### src/call_return_pkg.sv
// Constants, opcode patterns and reset values for the call, return and software reset execution slice.
// Assumes a 16-bit instruction word, a 21-bit program counter and four phases per instruction cycle.
package call_return_pkg;
    localparam int          PC_W            = 21;
    localparam int          STATUS_W        = 5;
    localparam int          BANK_W          = 4;
    localparam int          LATU_W          = 5;
    localparam int          STACK_DEPTH     = 31;
    localparam int          OFFSET_W        = 11;
    localparam logic [1:0]  PHASE_Q1        = 2'h0;
    localparam logic [1:0]  PHASE_Q2        = 2'h1;
    localparam logic [1:0]  PHASE_Q3        = 2'h2;
    localparam logic [1:0]  PHASE_Q4        = 2'h3;
    localparam logic [4:0]  CALL_REL_TOP5   = 5'h1b;
    localparam logic [15:0] SOFT_RESET_WORD = 16'h00ff;
    localparam logic [14:0] IRQ_RET_TOP15   = 15'h0008;
    localparam logic [7:0]  LIT_RET_TOP8    = 8'h0c;
    localparam logic [15:0] NOP_WORD        = 16'h0000;
    localparam logic [20:0] PC_STEP         = 21'h000002;
    localparam logic [20:0] PC_RESET        = 21'h000000;
    localparam logic [7:0]  W_RESET         = 8'h00;
    localparam logic [4:0]  STATUS_RESET    = 5'h00;
    localparam logic [3:0]  BANK_RESET      = 4'h0;
    localparam logic [7:0]  LATH_RESET      = 8'h00;
    localparam logic [4:0]  LATU_RESET      = 5'h00;
    localparam logic        IRQ_EN_RESET    = 1'b0;
    typedef enum logic [1:0] {
        ST_EXEC  = 2'b01,
        ST_FLUSH = 2'b10
    } exec_state_t;
endpackage : call_return_pkg

### src/decode_if.sv
// Carries the held instruction word to the decoder and its decoded fields back to the execution slice.
// Assumes both ends share the same clock; the decoder is purely combinational.
`timescale 1ns/1ps
`default_nettype none
interface decode_if;
    logic [15:0] instr;
    logic        is_call_rel;
    logic        is_soft_reset;
    logic        is_irq_ret;
    logic        is_lit_ret;
    logic        fast_restore;
    logic [10:0] offset;
    logic [7:0]  literal;
    modport dec  (input instr, output is_call_rel, is_soft_reset, is_irq_ret, is_lit_ret, fast_restore, offset, literal);
    modport exec (output instr, input is_call_rel, is_soft_reset, is_irq_ret, is_lit_ret, fast_restore, offset, literal);
endinterface : decode_if
`default_nettype wire

### src/call_return_decoder.sv
// Opcode decoder for the relative call, software reset and the two return instructions.
// Assumes the instruction word is stable for the whole instruction cycle.
`timescale 1ns/1ps
`default_nettype none
module call_return_decoder
    import call_return_pkg::*;
(
    decode_if.dec d
);
    function automatic logic match_top(input logic [15:0] word, input logic [15:0] pattern, input int width);
        logic hit;
        hit = 1'b1;
        for (int i = 0; i < 16; i++)
        begin
            if (i >= 16 - width && word[i] != pattern[i])
            begin
                hit = 1'b0;
            end
        end
        return hit;
    endfunction : match_top

    always_comb
    begin
        d.is_call_rel   = match_top(d.instr, {CALL_REL_TOP5, 11'h000}, 5);
        d.is_soft_reset = (d.instr == SOFT_RESET_WORD);
        d.is_irq_ret    = match_top(d.instr, {IRQ_RET_TOP15, 1'b0}, 15);
        d.is_lit_ret    = match_top(d.instr, {LIT_RET_TOP8, 8'h00}, 8);
        d.fast_restore  = d.instr[0];
        d.offset        = d.instr[10:0];
        d.literal       = d.instr[7:0];
    end
endmodule : call_return_decoder
`default_nettype wire

### src/call_return_exec.sv
// Execution slice for relative call, software reset, return from interrupt and return with literal.
// Assumes instr_i holds the fetched word at phase Q1 of each instruction cycle; other words only advance the PC.
`timescale 1ns/1ps
`default_nettype none
module call_return_exec
    import call_return_pkg::*;
#(
    parameter int DEPTH = call_return_pkg::STACK_DEPTH
)(
    input  wire logic                            mclk_i,
    input  wire logic                            rst_i,
    input  wire logic                            master_clear_i,
    input  wire logic [15:0]                     instr_i,
    input  wire logic                            instr_valid_i,
    input  wire logic                            irq_level_high_i,
    input  wire logic                            shadow_save_i,
    output logic                                 instr_take_o,
    output logic [1:0]                           q_phase_o,
    output logic                                 flush_o,
    output logic                                 soft_reset_o,
    output logic [call_return_pkg::PC_W-1:0]     pc_o,
    output logic [call_return_pkg::PC_W-1:0]     stack_top_o,
    output logic [$clog2(DEPTH+1)-1:0]           stack_level_o,
    output logic                                 stack_overflow_o,
    output logic                                 stack_underflow_o,
    output logic [7:0]                           working_o,
    output logic [call_return_pkg::STATUS_W-1:0] status_o,
    output logic [call_return_pkg::BANK_W-1:0]   bank_select_reg_o,
    output logic [7:0]                           pc_latch_high_o,
    output logic [call_return_pkg::LATU_W-1:0]   pc_latch_upper_o,
    output logic                                 global_irq_enable_high_o,
    output logic                                 peripheral_irq_enable_low_o
);
    localparam int SPW = $clog2(DEPTH+1);

    typedef struct packed {
        exec_state_t                  st;
        logic [1:0]                   q;
        logic [15:0]                  ir;
        logic [PC_W-1:0]              pc;
        logic [7:0]                   w;
        logic [STATUS_W-1:0]          status;
        logic [BANK_W-1:0]            bank_sel;
        logic [7:0]                   working_shadow;
        logic [STATUS_W-1:0]          status_shadow;
        logic [BANK_W-1:0]            bank_select_shadow;
        logic [7:0]                   pc_latch_high;
        logic [LATU_W-1:0]            pc_latch_upper;
        logic                         irq_en_high;
        logic                         irq_en_low;
        logic [DEPTH-1:0][PC_W-1:0]   stk;
        logic [SPW-1:0]               sp;
        logic                         ovf;
        logic                         unf;
        logic                         sw_rst;
    } core_state_t;

    core_state_t s;
    core_state_t next_s;
    decode_if    d ();

    call_return_decoder u_decoder (
        .d (d.dec)
    );

    function automatic core_state_t reset_state();
        core_state_t r;
        r                    = '0;
        r.st                 = ST_EXEC;
        r.q                  = PHASE_Q1;
        r.ir                 = NOP_WORD;
        r.pc                 = PC_RESET;
        r.w                  = W_RESET;
        r.status             = STATUS_RESET;
        r.bank_sel           = BANK_RESET;
        r.working_shadow     = W_RESET;
        r.status_shadow      = STATUS_RESET;
        r.bank_select_shadow = BANK_RESET;
        r.pc_latch_high      = LATH_RESET;
        r.pc_latch_upper     = LATU_RESET;
        r.irq_en_high        = IRQ_EN_RESET;
        r.irq_en_low         = IRQ_EN_RESET;
        return r;
    endfunction : reset_state

    logic            in_exec;
    logic            stack_empty;
    logic            stack_full;
    logic [PC_W-1:0] top_entry;
    logic [PC_W-1:0] return_addr;
    logic [PC_W-1:0] call_target;

    assign d.instr     = s.ir;
    assign in_exec     = (s.st == ST_EXEC);
    assign stack_empty = (s.sp == '0);
    assign stack_full  = (s.sp == SPW'(DEPTH));
    assign top_entry   = stack_empty ? PC_RESET : s.stk[s.sp - SPW'(1)];
    // The program counter still holds this word's address until Q4, so the return address is one step on.
    assign return_addr = s.pc + PC_STEP;
    // The 11-bit field can only hold -1024 to 1023, so every encoding is a legal reach.
    assign call_target = return_addr + {{(PC_W-OFFSET_W-1){d.offset[OFFSET_W-1]}}, d.offset, 1'b0};

    always_comb
    begin
        next_s        = s;
        next_s.q      = s.q + 2'h1;
        next_s.sw_rst = 1'b0;
        if (shadow_save_i)
        begin
            next_s.working_shadow     = s.w;
            next_s.status_shadow      = s.status;
            next_s.bank_select_shadow = s.bank_sel;
        end
        case (s.st)
            ST_EXEC:
            begin
                case (s.q)
                    PHASE_Q1:
                    begin
                        next_s.ir = instr_valid_i ? instr_i : NOP_WORD;
                    end
                    PHASE_Q2:
                    begin
                        if (d.is_call_rel)
                        begin
                            if (stack_full)
                            begin
                                next_s.ovf = 1'b1;
                            end
                            else
                            begin
                                next_s.stk[s.sp] = return_addr;
                                next_s.sp        = s.sp + SPW'(1);
                            end
                        end
                    end
                    PHASE_Q4:
                    begin
                        next_s.pc = return_addr;
                        if (d.is_call_rel)
                        begin
                            next_s.pc = call_target;
                            next_s.st = ST_FLUSH;
                        end
                        else if (d.is_irq_ret || d.is_lit_ret)
                        begin
                            // Only the PC reloads; the high and upper latches keep their values.
                            next_s.pc = top_entry;
                            next_s.st = ST_FLUSH;
                            if (stack_empty)
                            begin
                                next_s.unf = 1'b1;
                            end
                            else
                            begin
                                next_s.sp = s.sp - SPW'(1);
                            end
                            if (d.is_lit_ret)
                            begin
                                next_s.w = d.literal;
                            end
                            else
                            begin
                                if (irq_level_high_i)
                                begin
                                    next_s.irq_en_high = 1'b1;
                                end
                                else
                                begin
                                    next_s.irq_en_low = 1'b1;
                                end
                                // With the bit clear nothing here runs, so the live registers keep their values.
                                if (d.fast_restore)
                                begin
                                    next_s.w        = s.working_shadow;
                                    next_s.status   = s.status_shadow;
                                    next_s.bank_sel = s.bank_select_shadow;
                                end
                            end
                        end
                    end
                    default:
                    begin
                    end
                endcase
            end
            ST_FLUSH:
            begin
                // The prefetched word is discarded, so this whole cycle does nothing.
                if (s.q == PHASE_Q4)
                begin
                    next_s.st = ST_EXEC;
                end
            end
            default:
            begin
                next_s.st = ST_EXEC;
            end
        endcase
        // The software reset lands on the state an external master clear gives, except that only it raises sw_rst.
        if (rst_i || master_clear_i || (in_exec && s.q == PHASE_Q2 && d.is_soft_reset))
        begin
            next_s        = reset_state();
            next_s.sw_rst = !rst_i && !master_clear_i;
        end
    end

    always_ff @(posedge mclk_i)
    begin
        s <= next_s;
    end

    assign instr_take_o                = in_exec && (s.q == PHASE_Q1);
    assign q_phase_o                   = s.q;
    assign flush_o                     = (s.st == ST_FLUSH);
    assign soft_reset_o                = s.sw_rst;
    assign pc_o                        = s.pc;
    assign stack_top_o                 = top_entry;
    assign stack_level_o               = s.sp;
    assign stack_overflow_o            = s.ovf;
    assign stack_underflow_o           = s.unf;
    assign working_o                   = s.w;
    assign status_o                    = s.status;
    assign bank_select_reg_o           = s.bank_sel;
    assign pc_latch_high_o             = s.pc_latch_high;
    assign pc_latch_upper_o            = s.pc_latch_upper;
    assign global_irq_enable_high_o    = s.irq_en_high;
    assign peripheral_irq_enable_low_o = s.irq_en_low;
endmodule : call_return_exec
`default_nettype wire

### config.mk
export PLATFORM = sky130hd
export DESIGN_NAME = call_return_exec
export DESIGN_NICKNAME = d
export VERILOG_FILES = /design/src/call_return_pkg.sv /design/src/decode_if.sv /design/src/call_return_decoder.sv /design/src/call_return_exec.sv
export SDC_FILE = /design/constraint.sdc
export NUM_CORES = 2
export LEC_CHECK = 0
export ABC_AREA = 1
export BUFFER_PORTS_ARGS = -buffer_cell sky130_fd_sc_hd__buf_2
export CORE_MARGIN = 8
export CORE_UTILIZATION = 35
export CTS_CLUSTER_SIZE = 8
export DETAILED_ROUTE_END_ITERATION = 8
export PLACE_DENSITY = 0.49
export SYNTH_ARGS = -nofsm -noshare
export SYNTH_HDL_FRONTEND = slang
export SYNTH_SLANG_ARGS = --single-unit
### constraint.sdc
create_clock -name mclk_i -period 4.5 [get_ports mclk_i]
set_clock_uncertainty 0.1 [all_clocks]
set_input_delay 0.9 -clock mclk_i [delete_from_list [all_inputs] [get_ports mclk_i]]
set_output_delay 0.9 -clock mclk_i [all_outputs]
set_load 0.02 [all_outputs]
# Yosys cells after proc, flatten, opt, wreduce, memory -nomap -nowiden
# Index checks and enable logic that the tools add are counted.
[word_totals]
wordCells = 150
in_bits = 22
ff_bits = 736
out_inout_bits = 86
[classes]
eq_ne = 14
magnitude_cmp = 3
mux = 52
n_reduce_logical = 25
bitwise_logic = 4
addsub = 5
[ops]
columns = ["op", "count"]
rows = [
  ["651-bit bitwise mux", 1],
  ["21-bit binary-select mux with 5-bit select", 1],
  ["21-bit demux with 5-bit select", 1],
  ["21-bit 2-to-1 mux", 4],
  ["38-bit 2-to-1 mux", 1],
  ["1-bit 2-to-1 mux", 29],
  ["21-bit by 2-bit adder with 21-bit output, second input constant", 1],
  ["21-bit adder", 1],
  ["5-bit 2-to-1 mux", 4],
  ["6-bit AND reduction", 3],
  ["17-bit 2-to-1 mux", 1],
  ["16-bit by 8-bit == test with 1-bit output, second input constant", 1],
  ["16-bit 2-to-1 mux", 1],
  ["5-bit by 6-bit less-than comparator with 1-bit output, second input constant", 2],
  ["2-bit != test, second input constant", 5],
  ["5-bit case mux with 2 select lines", 1],
  ["5-bit AND reduction", 2],
  ["9-bit 2-to-1 mux", 1],
  ["2-bit 2-to-1 mux", 4],
  ["8-bit 2-to-1 mux", 1],
  ["4-bit AND reduction", 2],
  ["7-bit AND reduction", 1],
  ["6-bit 2-to-1 mux", 1],
  ["5-bit by 1-bit adder with 5-bit output, second input constant", 1],
  ["18 further kinds", 33],
]

# Depth between registers and ports, before layout
[logic_depth]
depth_word = 20
mapped_depth = 23

# Modules after synthesis
# From an unflattened synthesis, not the netlist that was laid out.
[unflattened]
hier_cells = 5021
hier_area_um2 = 34732.1
[modules_own_cells]
columns = ["mod", "cells_each", "instances", "area_per_inst_um2"]
rows = [
  ["call_return_exec", 4962, 1, 34425.5],
  ["call_return_decoder", 59, 1, 306.5],
]

# Least setup slack after synthesis
# OpenSTA, ideal clock, no wires.
[synth_timing]
kind = "register to output"
from = "register s, in the netlist stack_level_o[0]"
to = "output port stack_top_o[0] (netlist bit)"
t_required_ps = 3500
setup_slack_ps = 870
n_path_buf = 7
arrival_ps = 2630
stages_incl_launch_ff = 19
cell_sequence = "dfxtp_1 > buf_2 > inv_2 > buf_2 > buf_2 > buf_2 > ha_1 > buf_2 > inv_2 > buf_2 > buf_1 > a21oi_1 > a21oi_1 > nand2_1 > nand3_1 > nand2_1 > nand2_1 > nand3_1 > inv_1"
[synth_via]
elab_chain_len = 4
word_cells_on_any_way = 5
cone_classes = "add/sub: 1; mux: 3; reduce/logical: 1"
[synth_rtl]
columns = ["item", "line_no", "text"]
rows = [
  ["start: declaration", "call_return_exec.sv:58", "core_state_t s;"],
  ["start signal: assignment", "call_return_exec.sv:210", "s <= next_s;"],
  ["5-bit by 1-bit subtractor with 5-bit output", "call_return_exec.sv:97", "assign top_entry = stack_empty ? PC_RESET : s.stk[s.sp - SPW'(1)];"],
  ["21-bit binary-select mux with 5-bit select", "call_return_exec.sv:97", ""],
  ["21-bit 2-to-1 mux (not written as such)", "call_return_exec.sv:97", ""],
  ["21-bit 2-to-1 mux (*)", "call_return_exec.sv:97", ""],
  ["end: declaration", "call_return_exec.sv:22", "output logic [call_return_pkg::PC_W-1:0] stack_top_o,"],
]
# Every way passes the cells marked *; elsewhere a longest branch is shown, timed or not. The select of a mux whose other input is x is not followed.

# Worst setup path in the final report
[layout_timing]
from = "register s, in the netlist stack_level_o[1]"
to = "output port stack_top_o[17] (netlist bit)"
# The elaborated chain is that of the path after synthesis.

==> run summary <==
• **count of synthesis-stage warnings from yosys** 0
• **TNS Setup** 0 ns
• **clock insertion delay at the later pin of the skew report** 0.67 ns
• **remaining routing DRC violations** 0
• **sequential cell area fraction in the yosys report** 0.431
• **Starting DRT DRC Count** 2470
• **CTS Hold Bufs** 0
• **number of nets in the finished design** 4665
• **Boundary Pins** 108
• **result of the run** finished, final reports clean
• **first-pass GRT wire length** 189 mm
• **number of detailed-routing iterations run before antenna repair** 7
• **Relative slew margins** 0.242
• **internal power contribution** 0.0108 W
• **Required @ worst endpoint** 3.50 ns
• **Area after DPL** 35300 um2
• **count of port buffers added during placement** 94
• **Core Area** 96700 um2
• **total CTS buffers** 102
• **MaxCap Viol Count** 0
• **most instantiated library cell after synthesis** nand2_1
• **total of fill cells in the finished design** 10200
• **antenna violations before repair** 0
• **final number of hold-violating endpoints** 0
• **Synth top cells by count** nand2_1 (849), dfxtp_1 (736), a21oi_1 (602)
• **switching power summed over all nets** 0.00366 W
• **GRT Resource Usage Total** 0.223
• **combinational share of power** 0.071
• **Pwr Density** 380 nW/um2
• **routed len/inst** 21.1 um
• **total wirelength of the detailed-routed design** 124 mm
• **time the final worst path needs with I/O delays and setup** 4.40 ns
• **Distinct cells, synth** 47
• **largest net degree at the start of global routing** 188
• **count of flip-flops with a built-in enable after synthesis** 0
• **Slew Limit Fails** 0
• **switching part of the total power** 0.253
• **x dimension of the die** 328 um
• **grt ovf** 0
• **proportion of power drawn by flip-flops and latches** 0.453
• **Finished Cell Area** 38100 um2
• **area added between synthesis and finish** 11.4%
• **worst hold slack** 0.318 ns
• **CP Launch Type** flip-flop
• **HPWL after DPL** 74.9 mm
• **post-CTS setup buffers** 0
• **RSZ-0062 raised after global routing** yes
• **Mapped Avg Cell Area** 7.14 um2
• **via count normalized by instance count** 5.34
• **portion of synthesized cell area occupied by the leading cell type** 0.431
• **fraction of the cycle the final worst path needs** 0.977
• **post-synthesis cell count** 4783
• **global placement routability congestion** 0.861
• **Die Span Y** 328 um
• **part of the power in the clock network** 0.477
• **via count of the first global-routing pass** 30000
• **total setup violations reported at the end of the flow** 0
• **crit path DAT** 3.40 ns
• **clock input transition at the sequential cells of the worst setup and hold paths** 0.05 ns
• **classification of the worst setup path** reg2out
• **class of the tightest hold or removal check** in2reg
• **Bufs on Longest Clock Path** 3
• **starting density of the core** 0.353
• **predominant post-synthesis flop cell** dfxtp_1
• **area of the die** 108000 um2
• **Worst Max-Slew Pin Slew** 1.14 ns
• **most area-hungry cell type in the Yosys netlist** dfxtp_1
• **flops & latches, synth** 736
• **maximum vdd ir drop** 0.000293 V
• **top cells by area, synth** dfxtp_1 (43%), nand2_1 (9.3%), a21oi_1 (8.8%)
• **post-synthesis async set-or-reset flop share** 0
• **type of destination of the critical path** output port
• **maximum fanout along the worst path** 60
• **Vias** 31500
• **Static Leakage** 14.1 nW
• **residual antenna-violating net count after detailed routing** 0
• **depth of the CTS H-tree** 3
• **fraction of layout instances using a drive strength above 1** 0.0865
• **f_max** 0.228 GHz
• **placement row count** 114
• **mapped cell area** 34200 um2
• **number of clock sinks** 736
• **root buffer cell** clkbuf_16
• **TritonCTS clock tree** done
-- area by class of cell --
| class | count | area, um2 | share of cell area |
|---|---|---|---|
| clock buffer | 106 | 2590 | 0.0680 |
| multi-input combinational | 3294 | 16400 | 0.430 |
| timing repair buffer | 201 | 1600 | 0.0420 |
| inverter | 278 | 1080 | 0.0284 |
| antenna | 1 | 2.50 | 0.0000657 |
| clock inverter | 7 | 103 | 0.00270 |
| sequential | 736 | 14700 | 0.387 |
| tap | 1276 | 1600 | 0.0419 |
-- power by group through the flow --
stage | Sequential, W | Combinational, W | Clock (W)
after detailed placement | 0.00668 | 0.00101 | 0
after CTS | 0.00655 | 0.00102 | 0.00704
final | 0.00655 | 0.00103 | 0.00690
after global placement | 0.00668 | 0.00101 | 0
after global routing | 0.00654 | 0.00110 | 0.00730
after floorplan | 0.00668 | 0.000623 | 0
-- routing by layer --
metal  share of wire  track usage  routed length [um]  up-vias
met5               0            0                   0        -
met4           0.022       0.0583                2700        0
met3           0.045       0.0308                5630      173
met2            0.46        0.369               57800      788
met1            0.47        0.303               58300    14800
li1                -            -                   -    15800
-- layout by cell type, fill, tap and decap left out, types with 7 or more instances in the layout --
cell / count
inv_2: 15
inv_1: 257
ha_1: 28
nor2_4: 28
nand2_1: 845
a21oi_1: 600
buf_12: 20
nand3_1: 566
a211oi_1: 234
conb_1: 13
o21ai_1: 25
dfxtp_1: 734
o211ai_1: 7
nor2_1: 306
nor3_1: 20
clkbuf_16: 103
buf_4: 81
o21ai_0: 543
buf_2: 94
nand4_1: 14
-- registers in the layout (all words and copies together) (netlist names) --
register,count
bank_select_reg_o,4
d.instr,16
global_irq_enable_high_o,1
pc_o,21
peripheral_irq_enable_low_o,1
q_phase_o,2
s,670
soft_reset_o,1
stack_level_o,5
stack_overflow_o,1
stack_underflow_o,1
status_o,5
working_o,8
-- worst max-delay path, cell delays in order (launching register included) --
cell and delay, ns:
dfxtp_1 0.44, inv_1 0.20, ha_4 0.46, inv_16 0.14, buf_12 0.25, nand3_1 0.10
nand3_1 0.08, nand3_1 0.07, nand2_1 0.09, nand2_1 0.25, nand3_1 0.28, inv_1 0.10
buf_2 0.17
-- stage by stage --
| step | instances | utilization | power, W | setup slack, ns |
|---|---|---|---|---|
| after CTS | 5898 | 0.393 | 0.0146 | 0.00116 |
| after global placement | 5784 | 0.365 | 0.00769 | 0.668 |
| after floorplan | 4795 | - | 0.00730 | 0.870 |
| final | 5899 | 0.394 | 0.0145 | 0.105 |
| after global routing | 5898 | 0.394 | 0.0149 | -0.0163 |
| after detailed placement | 5784 | 0.365 | 0.00769 | 0.663 |
-- worst paths after layout --
kind | start | to | slack, ns | depth (start not counted)
setup / recovery | stack_level_o[1] | stack_top_o[17] | 0.10 | 12
hold / removal | master_clear_i | soft_reset_o | 0.32 | 2
setup reg to reg | pc_o[2] | pc_o[11] | 0.74 | 18
hold reg to reg | s[140] | s[140] | 0.34 | 2
-- cell families after synthesis --
kind of cell    count (synthesis)  synth area share
xor+xnor                        9           0.00231
fa+ha+maj                      30            0.0112
flops                         736             0.431
other cells                     1          0.000110
buf+inv                       765            0.0972
simple gates                 1812             0.229
compound gates               1430             0.229
-- timing repair --
action / in CTS / in global routing
resized for setup: 2 / 11
gates cloned: 1 / 0
endpoints found under the setup margin: 8 / 21
(Power assumes the default switching activity.)
